===== config.mk =====
export PLATFORM = sky130hd
export DESIGN_NAME = stop_gate
export DESIGN_NICKNAME = d
export VERILOG_FILES = /design/src/stop_gate_pkg.sv /design/src/stop_gate.sv
export SDC_FILE = /design/constraint.sdc
export NUM_CORES = 1
export LEC_CHECK = 0
export BUFFER_PORTS_ARGS = -buffer_cell sky130_fd_sc_hd__buf_4
export CORE_MARGIN = 4
export CORE_UTILIZATION = 40
export DETAILED_ROUTE_END_ITERATION = 7
export SLEW_MARGIN = 20
export SYNTH_ARGS = -nofsm -noshare
export SYNTH_HDL_FRONTEND = slang
export SYNTH_SLANG_ARGS = --single-unit

===== constraint.sdc =====
create_clock -name sys_clk_i -period 2.1 [get_ports sys_clk_i]
set_input_delay 0.21 -clock sys_clk_i [delete_from_list [all_inputs] [get_ports sys_clk_i]]
set_output_delay 0.21 -clock sys_clk_i [all_outputs]
set_load 0.02 [all_outputs]

===== src/stop_gate_pkg.sv =====
// Constants and types shared by the stop-mode peripheral gating block.
package stop_gate_pkg;

   // ===================================================================
   // Register bus
   // ===================================================================
   localparam int ADDR_W = 8;
   localparam int DATA_W = 8;
   localparam logic [7:0] CTRL_OFS = 8'h00;
   localparam logic [7:0] CLKCFG_OFS = 8'h01;
   localparam logic [7:0] STATUS_OFS = 8'h02;
   localparam logic [7:0] CTRL_RST = 8'h00;
   localparam logic [7:0] CLKCFG_RST = 8'h00;

   // ===================================================================
   // Control register fields
   // ===================================================================
   localparam int STOP_INSTR_ENABLE_BIT = 0;
   localparam int DEBUG_MODE_ENABLE_BIT = 1;
   localparam int LOW_VOLT_DET_EN_BIT = 2;
   localparam int LOW_VOLT_DET_STOP_EN_BIT = 3;
   localparam int POWER_DOWN_CTRL_BIT = 4;
   localparam int PARTIAL_POWER_DOWN_SEL_BIT = 5;

   // ===================================================================
   // Clock configuration register fields
   // ===================================================================
   localparam int INTERNAL_REF_CLOCK_EN_BIT = 0;
   localparam int INTERNAL_REF_STOP_EN_BIT = 1;
   localparam int EXTERNAL_REF_CLOCK_EN_BIT = 2;
   localparam int EXTERNAL_REF_STOP_EN_BIT = 3;
   localparam int OSC_HIGH_RANGE_BIT = 4;
   localparam int ADC_ASYNC_CLK_EN_BIT = 5;

   // ===================================================================
   // Status register fields
   // ===================================================================
   localparam int STATUS_MODE_LSB = 0;
   localparam int STATUS_STATE_LSB = 2;
   localparam int STATUS_CLK_STABLE_BIT = 4;

   // ===================================================================
   // Types
   // ===================================================================
   typedef enum logic [1:0] {MODE_NONE, MODE_DEEP, MODE_RAM, MODE_STANDBY} stop_mode_t;
   typedef enum logic [1:0] {ST_RUN, ST_STOP, ST_WAKE} pwr_state_t;

endpackage


===== src/stop_gate.sv =====
// Stop-mode sequencer that gates peripheral clocks and sets power and pin states.
//
// Local design decisions: the register addresses and the strobed register port.
`timescale 1ns/1ps

// What this block does
// - Stop with stop enabled enters one mode chosen by debug, detector and power-down bits.
// - In every stop mode the peripheral module clocks are switched off.
// - With debug enabled the debug logic keeps its clock while all other peripheral clocks halt.
// - Deep stop floats all pins, the other two stop modes hold pin states.
// - RAM is off in deep stop and kept in standby in the two other stop modes.
// - In standby stop the converter runs only with its async clock and the voltage detector kept on in stop.
// - In standby stop the clock generator runs only with both internal reference enables set.
// - In standby stop the crystal oscillator runs only with both external reference enables set.
// - In high frequency range the oscillator also needs the voltage detector kept on in stop.
module stop_gate (
   input wire logic sys_clk_i,
   input wire logic rst_b_i,
   input wire logic [stop_gate_pkg::ADDR_W-1:0] addr_i,
   input wire logic [stop_gate_pkg::DATA_W-1:0] wdata_i,
   input wire logic wr_i,
   input wire logic rd_i,
   output logic [stop_gate_pkg::DATA_W-1:0] rdata_o,
   input wire logic stop_instr_i,
   input wire logic wake_i,
   input wire logic clk_stable_i,
   output logic illegal_stop_o,
   output logic [1:0] stop_mode_o,
   output logic periph_clk_en_o,
   output logic debug_clk_en_o,
   output logic pins_hiz_o,
   output logic pins_hold_o,
   output logic ram_off_o,
   output logic ram_standby_o,
   output logic regulator_off_o,
   output logic regulator_standby_o,
   output logic adc_run_o,
   output logic clk_gen_run_o,
   output logic crystal_osc_run_o
);
   import stop_gate_pkg::*;

   // ===================================================================
   // State
   // ===================================================================
   typedef struct packed {
      pwr_state_t st;
      stop_mode_t mode;
      logic [DATA_W-1:0] ctrl;
      logic [DATA_W-1:0] clkcfg;
      logic [DATA_W-1:0] rdata;
      logic wake_s1;
      logic wake_s2;
      logic stab_s1;
      logic stab_s2;
      logic illegal;
      logic periph_en;
      logic debug_en;
      logic hiz;
      logic hold;
      logic ram_off;
      logic ram_stby;
      logic reg_off;
      logic reg_stby;
      logic adc_run;
      logic icg_run;
      logic osc_run;
   } gate_state_t;

   localparam gate_state_t STATE_RST = '{st: ST_RUN, mode: MODE_NONE, ctrl: CTRL_RST,
      clkcfg: CLKCFG_RST, rdata: '0, wake_s1: 1'b0, wake_s2: 1'b0, stab_s1: 1'b0,
      stab_s2: 1'b0, illegal: 1'b0, periph_en: 1'b1, debug_en: 1'b1, hiz: 1'b0,
      hold: 1'b0, ram_off: 1'b0, ram_stby: 1'b0, reg_off: 1'b0, reg_stby: 1'b0,
      adc_run: 1'b1, icg_run: 1'b1, osc_run: 1'b1};

   gate_state_t s_q;
   gate_state_t s_d;

   // The voltage detector counts as kept on in stop only when both of its enables are set.
   function automatic logic volt_det_in_stop(input logic [DATA_W-1:0] c);
      volt_det_in_stop = c[LOW_VOLT_DET_EN_BIT] & c[LOW_VOLT_DET_STOP_EN_BIT];
   endfunction

   function automatic stop_mode_t select_mode(input logic [DATA_W-1:0] c);
      if (c[DEBUG_MODE_ENABLE_BIT] || volt_det_in_stop(c) || !c[POWER_DOWN_CTRL_BIT]) begin
         select_mode = MODE_STANDBY;
      end else if (c[PARTIAL_POWER_DOWN_SEL_BIT]) begin
         select_mode = MODE_RAM;
      end else begin
         select_mode = MODE_DEEP;
      end
   endfunction

   // ===================================================================
   // Next state
   // ===================================================================
   always_comb begin
      logic stopped;
      logic stby;
      stopped = 1'b0;
      stby = 1'b0;
      s_d = s_q;
      s_d.wake_s1 = wake_i;
      s_d.wake_s2 = s_q.wake_s1;
      s_d.stab_s1 = clk_stable_i;
      s_d.stab_s2 = s_q.stab_s1;
      s_d.illegal = 1'b0;
      s_d.rdata = '0;
      if (wr_i) begin
         case (addr_i)
            CTRL_OFS: s_d.ctrl = wdata_i;
            CLKCFG_OFS: s_d.clkcfg = wdata_i;
            default: s_d.ctrl = s_d.ctrl;
         endcase
      end
      if (rd_i) begin
         case (addr_i)
            CTRL_OFS: s_d.rdata = s_q.ctrl;
            CLKCFG_OFS: s_d.rdata = s_q.clkcfg;
            STATUS_OFS: begin
               s_d.rdata[STATUS_MODE_LSB +: 2] = s_q.mode;
               s_d.rdata[STATUS_STATE_LSB +: 2] = s_q.st;
               s_d.rdata[STATUS_CLK_STABLE_BIT] = s_q.stab_s2;
            end
            default: s_d.rdata = '0;
         endcase
      end
      case (s_q.st)
         ST_RUN: begin
            if (stop_instr_i) begin
               if (s_q.ctrl[STOP_INSTR_ENABLE_BIT]) begin
                  s_d.st = ST_STOP;
                  s_d.mode = select_mode(s_q.ctrl);
               end else begin
                  s_d.illegal = 1'b1;
               end
            end
         end
         ST_STOP: begin
            if (s_q.wake_s2) begin
               s_d.st = ST_WAKE;
            end
         end
         ST_WAKE: begin
            if (s_q.stab_s2) begin
               s_d.st = ST_RUN;
               s_d.mode = MODE_NONE;
            end
         end
         default: begin
            s_d.st = ST_RUN;
            s_d.mode = MODE_NONE;
         end
      endcase
      // Enables leave flip-flops only, so a downstream gate cell never sees a runt pulse.
      stopped = (s_d.st != ST_RUN);
      stby = stopped && (s_d.mode == MODE_STANDBY);
      s_d.periph_en = !stopped;
      s_d.debug_en = !stopped || (stby && s_d.ctrl[DEBUG_MODE_ENABLE_BIT]);
      s_d.hiz = stopped && (s_d.mode == MODE_DEEP);
      s_d.hold = stopped && (s_d.mode != MODE_DEEP);
      s_d.ram_off = stopped && (s_d.mode == MODE_DEEP);
      s_d.ram_stby = stopped && (s_d.mode != MODE_DEEP);
      s_d.reg_off = stopped && (s_d.mode == MODE_DEEP);
      s_d.reg_stby = (stopped && (s_d.mode == MODE_RAM)) ||
         (stby && !s_d.ctrl[DEBUG_MODE_ENABLE_BIT] && !volt_det_in_stop(s_d.ctrl));
      s_d.adc_run = !stopped ||
         (stby && s_d.clkcfg[ADC_ASYNC_CLK_EN_BIT] && volt_det_in_stop(s_d.ctrl));
      s_d.icg_run = !stopped || (stby && s_d.clkcfg[INTERNAL_REF_CLOCK_EN_BIT] &&
         s_d.clkcfg[INTERNAL_REF_STOP_EN_BIT]);
      s_d.osc_run = !stopped || (stby && s_d.clkcfg[EXTERNAL_REF_CLOCK_EN_BIT] &&
         s_d.clkcfg[EXTERNAL_REF_STOP_EN_BIT] &&
         (!s_d.clkcfg[OSC_HIGH_RANGE_BIT] || volt_det_in_stop(s_d.ctrl)));
   end

   always_ff @(posedge sys_clk_i or negedge rst_b_i) begin
      if (!rst_b_i) begin
         s_q <= STATE_RST;
      end else begin
         s_q <= s_d;
      end
   end

   assign rdata_o = s_q.rdata;
   assign illegal_stop_o = s_q.illegal;
   assign stop_mode_o = s_q.mode;
   assign periph_clk_en_o = s_q.periph_en;
   assign debug_clk_en_o = s_q.debug_en;
   assign pins_hiz_o = s_q.hiz;
   assign pins_hold_o = s_q.hold;
   assign ram_off_o = s_q.ram_off;
   assign ram_standby_o = s_q.ram_stby;
   assign regulator_off_o = s_q.reg_off;
   assign regulator_standby_o = s_q.reg_stby;
   assign adc_run_o = s_q.adc_run;
   assign clk_gen_run_o = s_q.icg_run;
   assign crystal_osc_run_o = s_q.osc_run;

   logic in_stop;
   logic in_stby;
   logic go_stop;
   assign in_stop = (s_q.st != ST_RUN);
   assign in_stby = in_stop && (s_q.mode == MODE_STANDBY);
   assign go_stop = (s_q.st == ST_RUN) && stop_instr_i && s_q.ctrl[STOP_INSTR_ENABLE_BIT];
endmodule


**After elaboration in Yosys (flattened, before gate mapping)**

Index checks and enable logic that the tools add are counted.
W data, S select, Z words.

- Eq/ne operators: 8
- Reductions and logical operators: 32
- Mux-type cells: 17
- Bitwise gates (word level): 2

Operators with widths:

| operator | count |
|---|---|
| $mux W4 | 4 |
| $mux W8 | 2 |
| $pmux W5 S3 | 1 |
| $logic_and A1 B1 Y1 | 14 |
| $mux W12 | 1 |
| $pmux W2 S3 | 2 |
| $eq A8 B1 Y1 const B | 1 |
| $eq A8 B2 Y1 const B | 1 |
| $logic_not A8 Y1 | 1 |
| $logic_or A1 B1 Y1 | 8 |
| $eq A2 B2 Y1 const B | 3 |
| $mux W2 | 3 |
| $pmux W3 S2 | 1 |
| $logic_not A1 Y1 | 5 |
| $eq A2 B1 Y1 const B | 2 |
| $reduce_and A2 Y1 | 2 |
| $mux W1 | 3 |
| $and A1 B1 Y1 | 2 |
| $logic_not A2 Y1 | 1 |
| $ne A2 B1 Y1 const B | 1 |
| $reduce_bool A2 Y1 | 1 |

- Output and inout bits: 22
- Word-level logic and storage cells: 79
- Register bits after elaboration: 41

**Depth between registers and ports, before layout**

Gate-level depths: netlist of run 1.

- Depth in word-level cells: 13
- Depth in mapped cells: 6
- Gate-level depth less buffers: 4

**Worst setup path after synthesis of run 1**

No wires, ideal clock.

- Path type: input to register
- Start point: input port addr_i[1] (netlist name)
- End point: register s_q, in the netlist debug_clk_en_o
- Data required time: 2.023 ns
- Arrival: 1.461 ns
- Cell stages on the path: 6
- Path slack: 0.562 ns
- Path buffers: 2
- Cells stage by stage: buf_2 > nor2b_1 > and4b_1 > buf_6 > mux2_2 > a21o_1

RTL lines:

| element | line | source |
|---|---|---|
| start: declaration | stop_gate.sv:19 | `input wire logic [stop_gate_pkg::ADDR_W-1:0] addr_i,` |
| end signal: assignment | stop_gate.sv:178 | `s_q <= STATE_RST;` |
| end signal: assignment | stop_gate.sv:180 | `s_q <= s_d;` |
| end: declaration | stop_gate.sv:76 | `gate_state_t s_q;` |

==> reports/qor.yml, run 1 <==
setup_path:
  path_cells: "or3b_2 -> a21oi_1 -> o21a_1 -> a31o_1"
  crit_slowest_cell: "or3b_2"
  reg2reg_slack_ps: 540
  worstReg2RegStart: "s_q[42]"
  crit_type: "flop to flop"
  required_ps: 2340
  end_kind: "flop"
  rr_endpoint: "adc_run_o"
  cp-start-kind: "flop"
  path_max_fanout: 7
  crit_arrival_ps: 1800
  critical-path-max-stage-delay_ps: 510
  rr_worst_depth: 4
power_and_ir_drop:
  ir_drop_v: 0.000393
  p_comb_share_pct: 18.0
  p_leak_nw: 1.13
  clkPwrFrac_pct: 34.4
  seqPwrFrac_pct: 47.6
  power.total_mw: 1.91
  p_per_area_nw_per_um2: 824
  switching_power_mw: 0.517
  sw_frac_of_total_pct: 27.0
  internal_power_mw: 1.40
job:
  drv_cap: 0
floorplanning:
  die_y_um: 77.0
  die-area_um2: 5940
  die_w_um: 77.0
  coreArea_um2: 4470
  floorplan.initialDensity_pct: 42.6
  ioPinCount: 45
  rows: 24
clocking:
  cts_tree: "done"
  cts_buffers: 5
  clockBufferDepth: 2
  clk_pin_slew_worst_paths_ps: 80
  clk_latency_ps: 300
  post_cts_resized: 0
  numClockSinks: 41
  htree_levels: 2
  root_buffer: "clkbuf_8"
sta:
  relSlewSlack_pct: 66.1
  finalSetupViolations: 0
  finalCriticalPeriod_ps: 1560
  fin_skew_ps: 7.90
  tns_ps: 0
  post-route-period-util_pct: 74.3
  finalHoldViolations: 0
  max_freq_mhz: 641
  maxSlewViolCount: 0
  worst_slew_pin_slew_ps: 509
  rsz0062_at_grt: "no"
synth:
  ys.flop_type: "dfrtp_1"
  synth_area_um2: 1910
  synth_edf_count: 0
  synth-seq-cells: 41
  synthTopCellsByCount: "dfrtp_1 (36), nor2_1 (18), mux2_2 (15)"
  yosysWarningCount: 0
  synth_nets: 184
  synth_cell_type_count: 40
  synth.area.top_cells: "dfrtp_1 (47%), mux2_2 (8.9%), dfstp_2 (6.9%)"
  synth.avg_cell_area_um2: 11.8
  postSynth.asyncResetShare_pct: 100
  synth_top_cell_by_area: "dfrtp_1"
  postSynthCellCount: 161
  synth_top_area_share_pct: 47.2
  seq_area_frac_synth_pct: 54.1
  post-synth-top-count-cell: "dfrtp_1"
global_routing:
  grt.busiest_layer: "met2"
  overflow: 0
  grt_pass1_vias: 1415
  grt_use_met1_pct: 18.6
  grt_pass1_wl_um: 6710
  grt_start_max_net_pins: 42
  use_met2_pct: 22.4
  antenna_found_initial: 0
  grt_usage_pct: 14.5
  use_met3_pct: 5.27
placement:
  gp_congestion: 0.799
  portBuffers: 44
  hpwl_um: 2930
cells_and_area:
  nets: 221
  fin_util_pct: 51.9
  syn2layout_area_growth_pct: 21.7
  drive_gt1_share_pct: 39.7
  antenna_cells: 0
drt:
  vias: 1309
  remaining_drc_errors: 0
  wl_per_cell_um: 15.9
  dr.pass1.iters: 4
  initialDrtViolationCount: 53
  postRouteAntennaNets: 0
  routed_wl_um: 3980
  vias_per_cell: 5.22
hold_path:
  whs_endpoint: "s_d[14]"
  worstHoldPathType: "primary input to flop"
  hold_depth: 1
  holdCritStartpoint: "wake_i"
run_status:
  status: "finished clean"
## power by group through the flow
stage | logic, mW | registers [mW] | clock network (mW)
final | 0.344 | 0.912 | 0.658
after CTS | 0.351 | 0.914 | 0.673
after global placement | 0.344 | 0.927 | 0
after detailed placement | 0.348 | 0.929 | 0
after global routing | 0.384 | 0.924 | 0.702
after floorplan | 0.202 | 0.937 | 0
## what timing repair did
item	4_1_cts	5_1_grt
hold buffers	1	0
endpoints found under the hold margin	36	0
setup buffers	0	0
## per-layer routing
| metal | wire [um] | vias up | part of all wire [%] |
|---|---|---|---|
| met5 | 0 | - | 0 |
| met3 | 285 | 6 | 7.2 |
| met4 | 67 | 0 | 1.7 |
| li1 | - | 628 | - |
| met1 | 1820 | 631 | 46 |
| met2 | 1810 | 44 | 46 |
## cells by family (layout without fill, tap and decap cells)
logic type,count (synthesis),count (layout),synth area share (%)
buffers and inverters,20,58,7.02
DFF,41,41,54.1
and+or+nand+nor,44,44,13.5
AOI/OAI and AO/OA,28,28,9.38
muxes,28,28,15.9
## critical path: cells and delay by family, from the launching register on
kind	cells	cell delay, ps
AOI/OAI and AO/OA	3	570
DFF	1	430
and+or+nand+nor	1	510
## metrics by stage
stage | setup slack (ps) | hold slack, ps | cells | cell area, um^2
floorplan | 562 | -85.6 | 161 | 1910
global placement | 424 | 211 | 242 | 2190
detailed placement | 394 | 225 | 242 | 2190
CTS | 516 | 9.46 | 251 | 2320
global route | 440 | 4.36 | 251 | 2320
finish | 540 | 19.2 | 251 | 2320
## flip-flops by register name, indices dropped and copies added (netlist names)
name and count:
s_d 2, illegal_stop_o 1, clk_gen_run_o 1, regulator_off_o 1
rdata_o 8, stop_mode_o 2, adc_run_o 1, regulator_standby_o 1
debug_clk_en_o 1, periph_clk_en_o 1, ram_standby_o 1, crystal_osc_run_o 1
s_q 20
## layout make-up
class	instances	area (um^2)
Clock buffer	7	86.3
Fill cell	417	2150
Multi-Input combinational cell	100	741
Sequential cell	41	1030
Inverter	3	11.3
Tap cell	52	65.1
Timing Repair Buffer	47	355
Clock inverter	1	30.0
## worst max path at each step
stage,startpoint,end,slack [ps],depth (start not counted)
after floorplan,addr_i[1],debug_clk_en_o,560,6
after global placement,addr_i[1],s_q[36],420,5
after detailed placement,addr_i[1],s_q[34],390,5
after CTS,s_q[42],adc_run_o,520,4
after global routing,s_q[42],adc_run_o,440,4
final,s_q[42],adc_run_o,540,4
## placed cells by master (no fill, tap or decap), types with 2 or more instances in the layout
master and count:
dfstp_2 5, dfrtp_1 36, o21a_1 2, mux2i_1 12, nand2_1 7, nor2_1 18, and2_1 2, mux2_2 15
nand3_1 2, inv_1 3, buf_4 46, a31o_1 2, clkbuf_8 6, nor2b_1 2, a22oi_1 2, a21oi_1 12
o21ai_0 3
(Power assumes the default switching activity.)
==> run 2: changes to the inputs <==
==> constraint.sdc (replaced) <==
create_clock -name sys_clk_i -period 1.53 [get_ports sys_clk_i]
set_input_delay 0.153 -clock sys_clk_i [delete_from_list [all_inputs] [get_ports sys_clk_i]]
set_output_delay 0.153 -clock sys_clk_i [all_outputs]
set_load 0.02 [all_outputs]
==> run 2 against run 1 <==
Count of clock-buffer cells in the layout unchanged; global-route usage up 0.79 points; non-clock buffer count up 20; combinational power up 73%; clock skew up 1.6 ps; sequential share of layout area down 3.4 points; cell area up 8.4%; sequential cell count unchanged; clock power up 35%; utilization up 4.3 points; critical endpoint is now regulator_standby_o; largest cell class unchanged; largest power group unchanged.
==> reports/qor.yml, run 2 (synthesized netlist as in run 1, its figures left out) <==
run_status:
  status: "finished clean"
cells_and_area:
  largest_register_ffs: 20  # unchanged
  final_cell_mix: "buf_4 (64), dfrtp_1 (36), nor2_1 (17), mux2_2 (15), mux2i_1 (12)"
  final_common_cell: "buf_4"
  fillers: 407  # -2.4%
  regMostFlops: "s_q"
  syn2layout_area_growth_pct: 31.9
  antenna_cells: 0  # unchanged
  fin_util_pct: 56.2  # +4.3 points
  nets: 241  # +9.0%
  drive_gt1_share_pct: 47.9  # +8.2 points
sta:
  maxSlewViolCount: 0  # unchanged
  worst_slew_pin_slew_ps: 513  # +3.68 ps
  finalHoldViolations: 0  # unchanged
  finalSetupViolations: 0  # unchanged
  fin_skew_ps: 9.50  # +1.59 ps
  finalCriticalPeriod_ps: 1430  # -129 ps
  rsz0062_at_grt: "no"
  post-route-period-util_pct: 93.5  # +19 points
  max_freq_mhz: 699  # +9.0%
  whs_ps: 108  # +89.1 ps
  relSlewSlack_pct: 65.8  # -0.25 points
power_and_ir_drop:
  ir_drop_v: 0.000609  # +55%
  p_per_area_nw_per_um2: 1090  # +32%
  p_leak_nw: 1.24  # +9.7%
  power.total_mw: 2.74  # +43%
clocking:
  htree_levels: 2  # unchanged
  root_buffer: "clkbuf_8"
  numClockSinks: 41  # unchanged
  clockBufferDepth: 2  # unchanged
  clk_latency_ps: 290  # about the same
  cts_buffers: 5  # unchanged
  cts_tree: "done"
  clk_pin_slew_worst_paths_ps: 80  # about the same
setup_path:
  critical-path-max-stage-delay_ps: 380  # -130 ps
  path_common_cell: "buf_4"
  path_cells: "buf_4 -> buf_4 -> o21ai_1 -> o21a_1 -> inv_2 -> a211oi_2"
  required_ps: 1730  # -610 ps
  path_max_fanout: 6  # -1
  worstReg2RegStart: "s_q[42]"
  crit_type: "flop to flop"
  crit_arrival_ps: 1630  # -170 ps
  cp-start-kind: "flop"
  startpoint: "s_q[42]"
  end_kind: "flop"
  crit_slowest_cell: "dfrtp_1"
global_routing:
  grt_pass1_vias: 1517  # +7.2%
  grt_start_max_net_pins: 42  # unchanged
  antenna_found_initial: 0  # unchanged
  grt_pass1_wl_um: 7270  # +8.2%
  grt_usage_pct: 15.3  # +0.79 points
  overflow: 0  # unchanged
placement:
  gp_congestion: 0.824  # +3.1%
  portBuffers: 44  # unchanged
  hpwl_um: 3260  # +11%
drt:
  initialDrtViolationCount: 56  # +5.7%
  routed_wl_um: 4310  # +8.1%
  vias_per_cell: 5.09  # -2.4%
  postRouteAntennaNets: 0  # unchanged
  wl_per_cell_um: 15.9  # +0.11%
  vias: 1379  # +5.3%
  remaining_drc_errors: 0  # unchanged
  dr.pass1.iters: 4  # unchanged
hold_path:
  holdCritStartpoint: "wdata_i[0]"
  worstHoldPathType: "primary input to flop"
floorplanning:
  die_w_um: 77.0  # unchanged
  ioPinCount: 45  # unchanged
  die-area_um2: 5940  # unchanged
  coreArea_um2: 4470  # unchanged
  rows: 24  # unchanged
  floorplan.initialDensity_pct: 42.6  # unchanged
  die_y_um: 77.0  # unchanged
job:
  drv_cap: 0  # unchanged
## run 2: cell types whose count changed in the layout (fill, tap and decap cells not counted), sizes merged
cell,before,now
buf,46,64
dlygate4sd3,1,3
## run 2: path summary, 6_finish.rpt
kind | slack, ps | endpoint | cells past startpoint
setup / recovery | 100 | regulator_standby_o | 6
hold / removal | 110 | s_q[32] | 2
setup reg to reg | 100 | regulator_standby_o | 6
hold reg to reg | 350 | s_q[12] | 0
max in group asynchronous | 780 | debug_clk_en_o | 2
min in group asynchronous | 380 | s_q[42] | 2
## run 2: per-stage QoR
step | TNS (ps) | worst slack, ps | cell area (um^2) | std cells
final | 0 | 99.0 | 2510 | 271
after global routing | 0 | 0.185 | 2510 | 271
after CTS | 0 | 1.04 | 2450 | 268
after detailed placement | -16.0 | -11.3 | 2310 | 257
after global placement | 0 | 21.5 | 2310 | 257
after floorplan | 0 | 48.9 | 1910 | 161
## run 2: where the power goes
group	switching [mW]	internal [mW]	total, mW
Clock	0.359	0.532	0.891
Sequential	0.0842	1.17	1.26
Combinational	0.305	0.291	0.596
Total	0.748	2.00	2.74
## run 2: timing repair
| item | in CTS | in global routing |
|---|---|---|
| gates resized for setup | 0 | 12 |
| hold buffers | 3 | 0 |
| hold endpoints to repair | 38 | 0 |
| buffers inserted | 0 | 3 |
| endpoints found under the setup margin | 0 | 7 |
## run 2: critical path, delay by kind of cell (launching register included)
kind	cells	cell delay, ps
buf+inv	3	370
compound gates	3	580
flops	1	380
## run 2: metal layers
layer	global-route usage, %	vias to the layer above	part of all wire, %	wire (um)
met5	0	-	0	0
met4	5.16	0	1.8	79
met3	4.68	9	6.4	276
met2	23.5	41	46	1990
met1	20.5	659	46	1960
li1	-	670	-	-
## run 2: area by class of cell
| class | instances | area [um^2] | share of cell area [%] |
|---|---|---|---|
| Sequential cell | 41 | 1030 | 41.0 |
| Multi-Input combinational cell | 100 | 779 | 31.0 |
| Timing Repair Buffer | 67 | 510 | 20.3 |
| Clock buffer | 7 | 86.3 | 3.43 |
| Tap cell | 52 | 65.1 | 2.59 |
| Clock inverter | 1 | 30.0 | 1.19 |
| Inverter | 3 | 11.3 | 0.448 |
==> run 3: changes to the inputs <==
--- a/config.mk
+++ b/config.mk
@@ -9,6 +9,8 @@
 export CORE_MARGIN = 4
 export CORE_UTILIZATION = 40
 export DETAILED_ROUTE_END_ITERATION = 7
+export MAX_ROUTING_LAYER = met4
+export RECOVER_POWER = 25
 export SLEW_MARGIN = 20
 export SYNTH_ARGS = -nofsm -noshare
 export SYNTH_HDL_FRONTEND = slang
==> run 3 against run 2 <==
Utilization shrank 0.14 points; maximum frequency down 0.78%; critical path depth is the same; setup slack worse by 11 ps.
==> reports/qor.yml, run 3 (synthesized netlist as in run 1, its figures left out) <==
sta:
  worst_slew_pin_slew_ps: 1010  # +496 ps
  maxSlewViolCount: 0  # unchanged
  max_freq_mhz: 693  # -0.78%
  tns_ps: 0  # unchanged
  fin_skew_ps: 9.51  # +0.00844 ps
  finalHoldViolations: 0  # unchanged
  finalSetupViolations: 0  # unchanged
  rsz0062_at_grt: "no"
  post-route-period-util_pct: 94.3  # +0.74 points
  finalCriticalPeriod_ps: 1440  # +11.2 ps
  relSlewSlack_pct: 32.8  # -33 points
placement:
  portBuffers: 44  # unchanged
  dp_cells: 257  # unchanged
  gp_congestion: 0.836  # +1.5%
  hpwl_um: 3260  # unchanged
drt:
  vias: 1376  # -0.22%
  initialDrtViolationCount: 65  # +16%
  routed_wl_um: 4290  # -0.39%
  wl_per_cell_um: 15.8  # -0.39%
  dr.pass1.iters: 4  # unchanged
  postRouteAntennaNets: 0  # unchanged
  vias_per_cell: 5.08  # -0.22%
  remaining_drc_errors: 0  # unchanged
floorplanning:
  coreArea_um2: 4470  # unchanged
  rows: 24  # unchanged
  ioPinCount: 45  # unchanged
  floorplan.initialDensity_pct: 42.6  # unchanged
  die_w_um: 77.0  # unchanged
  die_y_um: 77.0  # unchanged
  die-area_um2: 5940  # unchanged
clocking:
  cts_buffers: 5  # unchanged
  cts_tree: "done"
  clk_pin_slew_worst_paths_ps: 80  # about the same
  clockBufferDepth: 2  # unchanged
  numClockSinks: 41  # unchanged
  htree_levels: 2  # unchanged
  root_buffer: "clkbuf_8"
  clk_latency_ps: 290  # about the same
job:
  drv_cap: 0  # unchanged
setup_path:
  cp-start-kind: "flop"
  path_cells: "buf_4 -> buf_4 -> o21ai_1 -> o21a_1 -> inv_2 -> a211oi_2"
  end_kind: "flop"
  crit_type: "flop to flop"
  rr_worst_depth: 6  # unchanged
  endpoint: "regulator_standby_o"
  worstReg2RegStart: "s_q[42]"
  rr_endpoint: "regulator_standby_o"
  startpoint: "s_q[42]"
  critical-path-max-stage-delay_ps: 380  # about the same
  required_ps: 1730  # about the same
  path_common_cell: "buf_4"
  crit_arrival_ps: 1640  # about the same
  crit_slowest_cell: "dfrtp_1"
  reg2reg_slack_ps: 90  # about the same
  path_max_fanout: 6  # unchanged
cells_and_area:
  regMostFlops: "s_q"
  antenna_cells: 0  # unchanged
  syn2layout_area_growth_pct: 31.6
  final_cell_mix: "buf_4 (61), dfrtp_1 (36), nor2_1 (17), mux2_2 (15), mux2i_1 (12)"
  final_common_cell: "buf_4"
  drive_gt1_share_pct: 47.5  # -0.46 points
  largest_register_ffs: 20  # unchanged
  fin_util_pct: 56.1  # -0.14 points
  stdcell_count: 271  # unchanged
  nets: 241  # unchanged
hold_path:
  worstHoldPathType: "primary input to flop"
  holdCritStartpoint: "wdata_i[0]"
global_routing:
  antenna_found_initial: 0  # unchanged
  grt_usage_pct: 15.7  # +0.46 points
  overflow: 0  # unchanged
  grt_pass1_vias: 1519  # +0.13%
  grt_start_max_net_pins: 42  # unchanged
  grt_pass1_wl_um: 7280  # +0.19%
power_and_ir_drop:
  ir_drop_v: 0.000609  # about the same
  p_leak_nw: 1.24  # -0.14%
  p_per_area_nw_per_um2: 1090  # +0.12%
run_status:
  status: "finished clean"
-- run 3: changes by cell type in the layout (fill, tap and decap cells not counted) --
cell | previous run | this run
buf_4 | 64 | 61
a21oi_2 | 2 | 1
clkbuf_4 | 0 | 2
a21oi_1 | 10 | 11
clkbuf_2 | 0 | 1
-- run 3: how the worst min path moves through the flow --
stage	cells past startpoint	slack [ps]	end
2_1_floorplan	0	-140	illegal_stop_o
3_3_place_gp	1	150	regulator_off_o
3_5_place_dp	1	170	stop_mode_o[0]
4_1_cts	2	100	s_q[32]
5_1_grt	2	100	s_q[32]
6_report	2	110	s_q[32]
-- run 3: routing by layer --
metal	GRT usage, %	wire, um	up-vias
met1	20.9	1980	657
met5	-	0	-
met2	23.5	1980	40
met3	4.22	251	9
li1	-	-	670
met4	5.16	73	0
-- run 3: cell type report --
class                   count  area (um^2)
fillers                   409         1970
flip-flops and latches     41         1030
multi-input cells         100          776
repair buffers             67          508
clock buffers               7         86.3
well taps                  52         65.1
clock inverters             1         30.0
inverters                   3         11.3
-- run 3: per-stage QoR --
| stage | total power [mW] | worst slack, ps | area, um^2 | hold slack, ps |
|---|---|---|---|---|
| after CTS | 2.71 | 1.04 | 2450 | 95.9 |
| after floorplan | 1.56 | 48.9 | 1910 | -143 |
| after detailed placement | 1.80 | -11.3 | 2310 | 170 |
| final | 2.74 | 87.7 | 2510 | 108 |
| after global placement | 1.79 | 21.5 | 2310 | 151 |
| after global routing | 2.88 | 0.168 | 2510 | 102 |
-- run 3: what timing repair did --
item / CTS / global route
hold endpoints to repair: 38 / 0
hold buffers: 3 / 0
endpoints found under the setup margin: 0 / 7
buffers inserted: 0 / 3
gates resized for setup: 0 / 11
-- run 3: where the power goes --
part	switching (mW)	total, mW	internal (mW)
clock	0.358	0.890	0.532
combinational	0.305	0.595	0.290
sequential	0.0827	1.26	1.17
-- run 3: critical path: cells and delay by family, from the launching register on --
kind            cells  cell delay (ps)
compound gates      3              590
flops               1              380
buf+inv             3              370
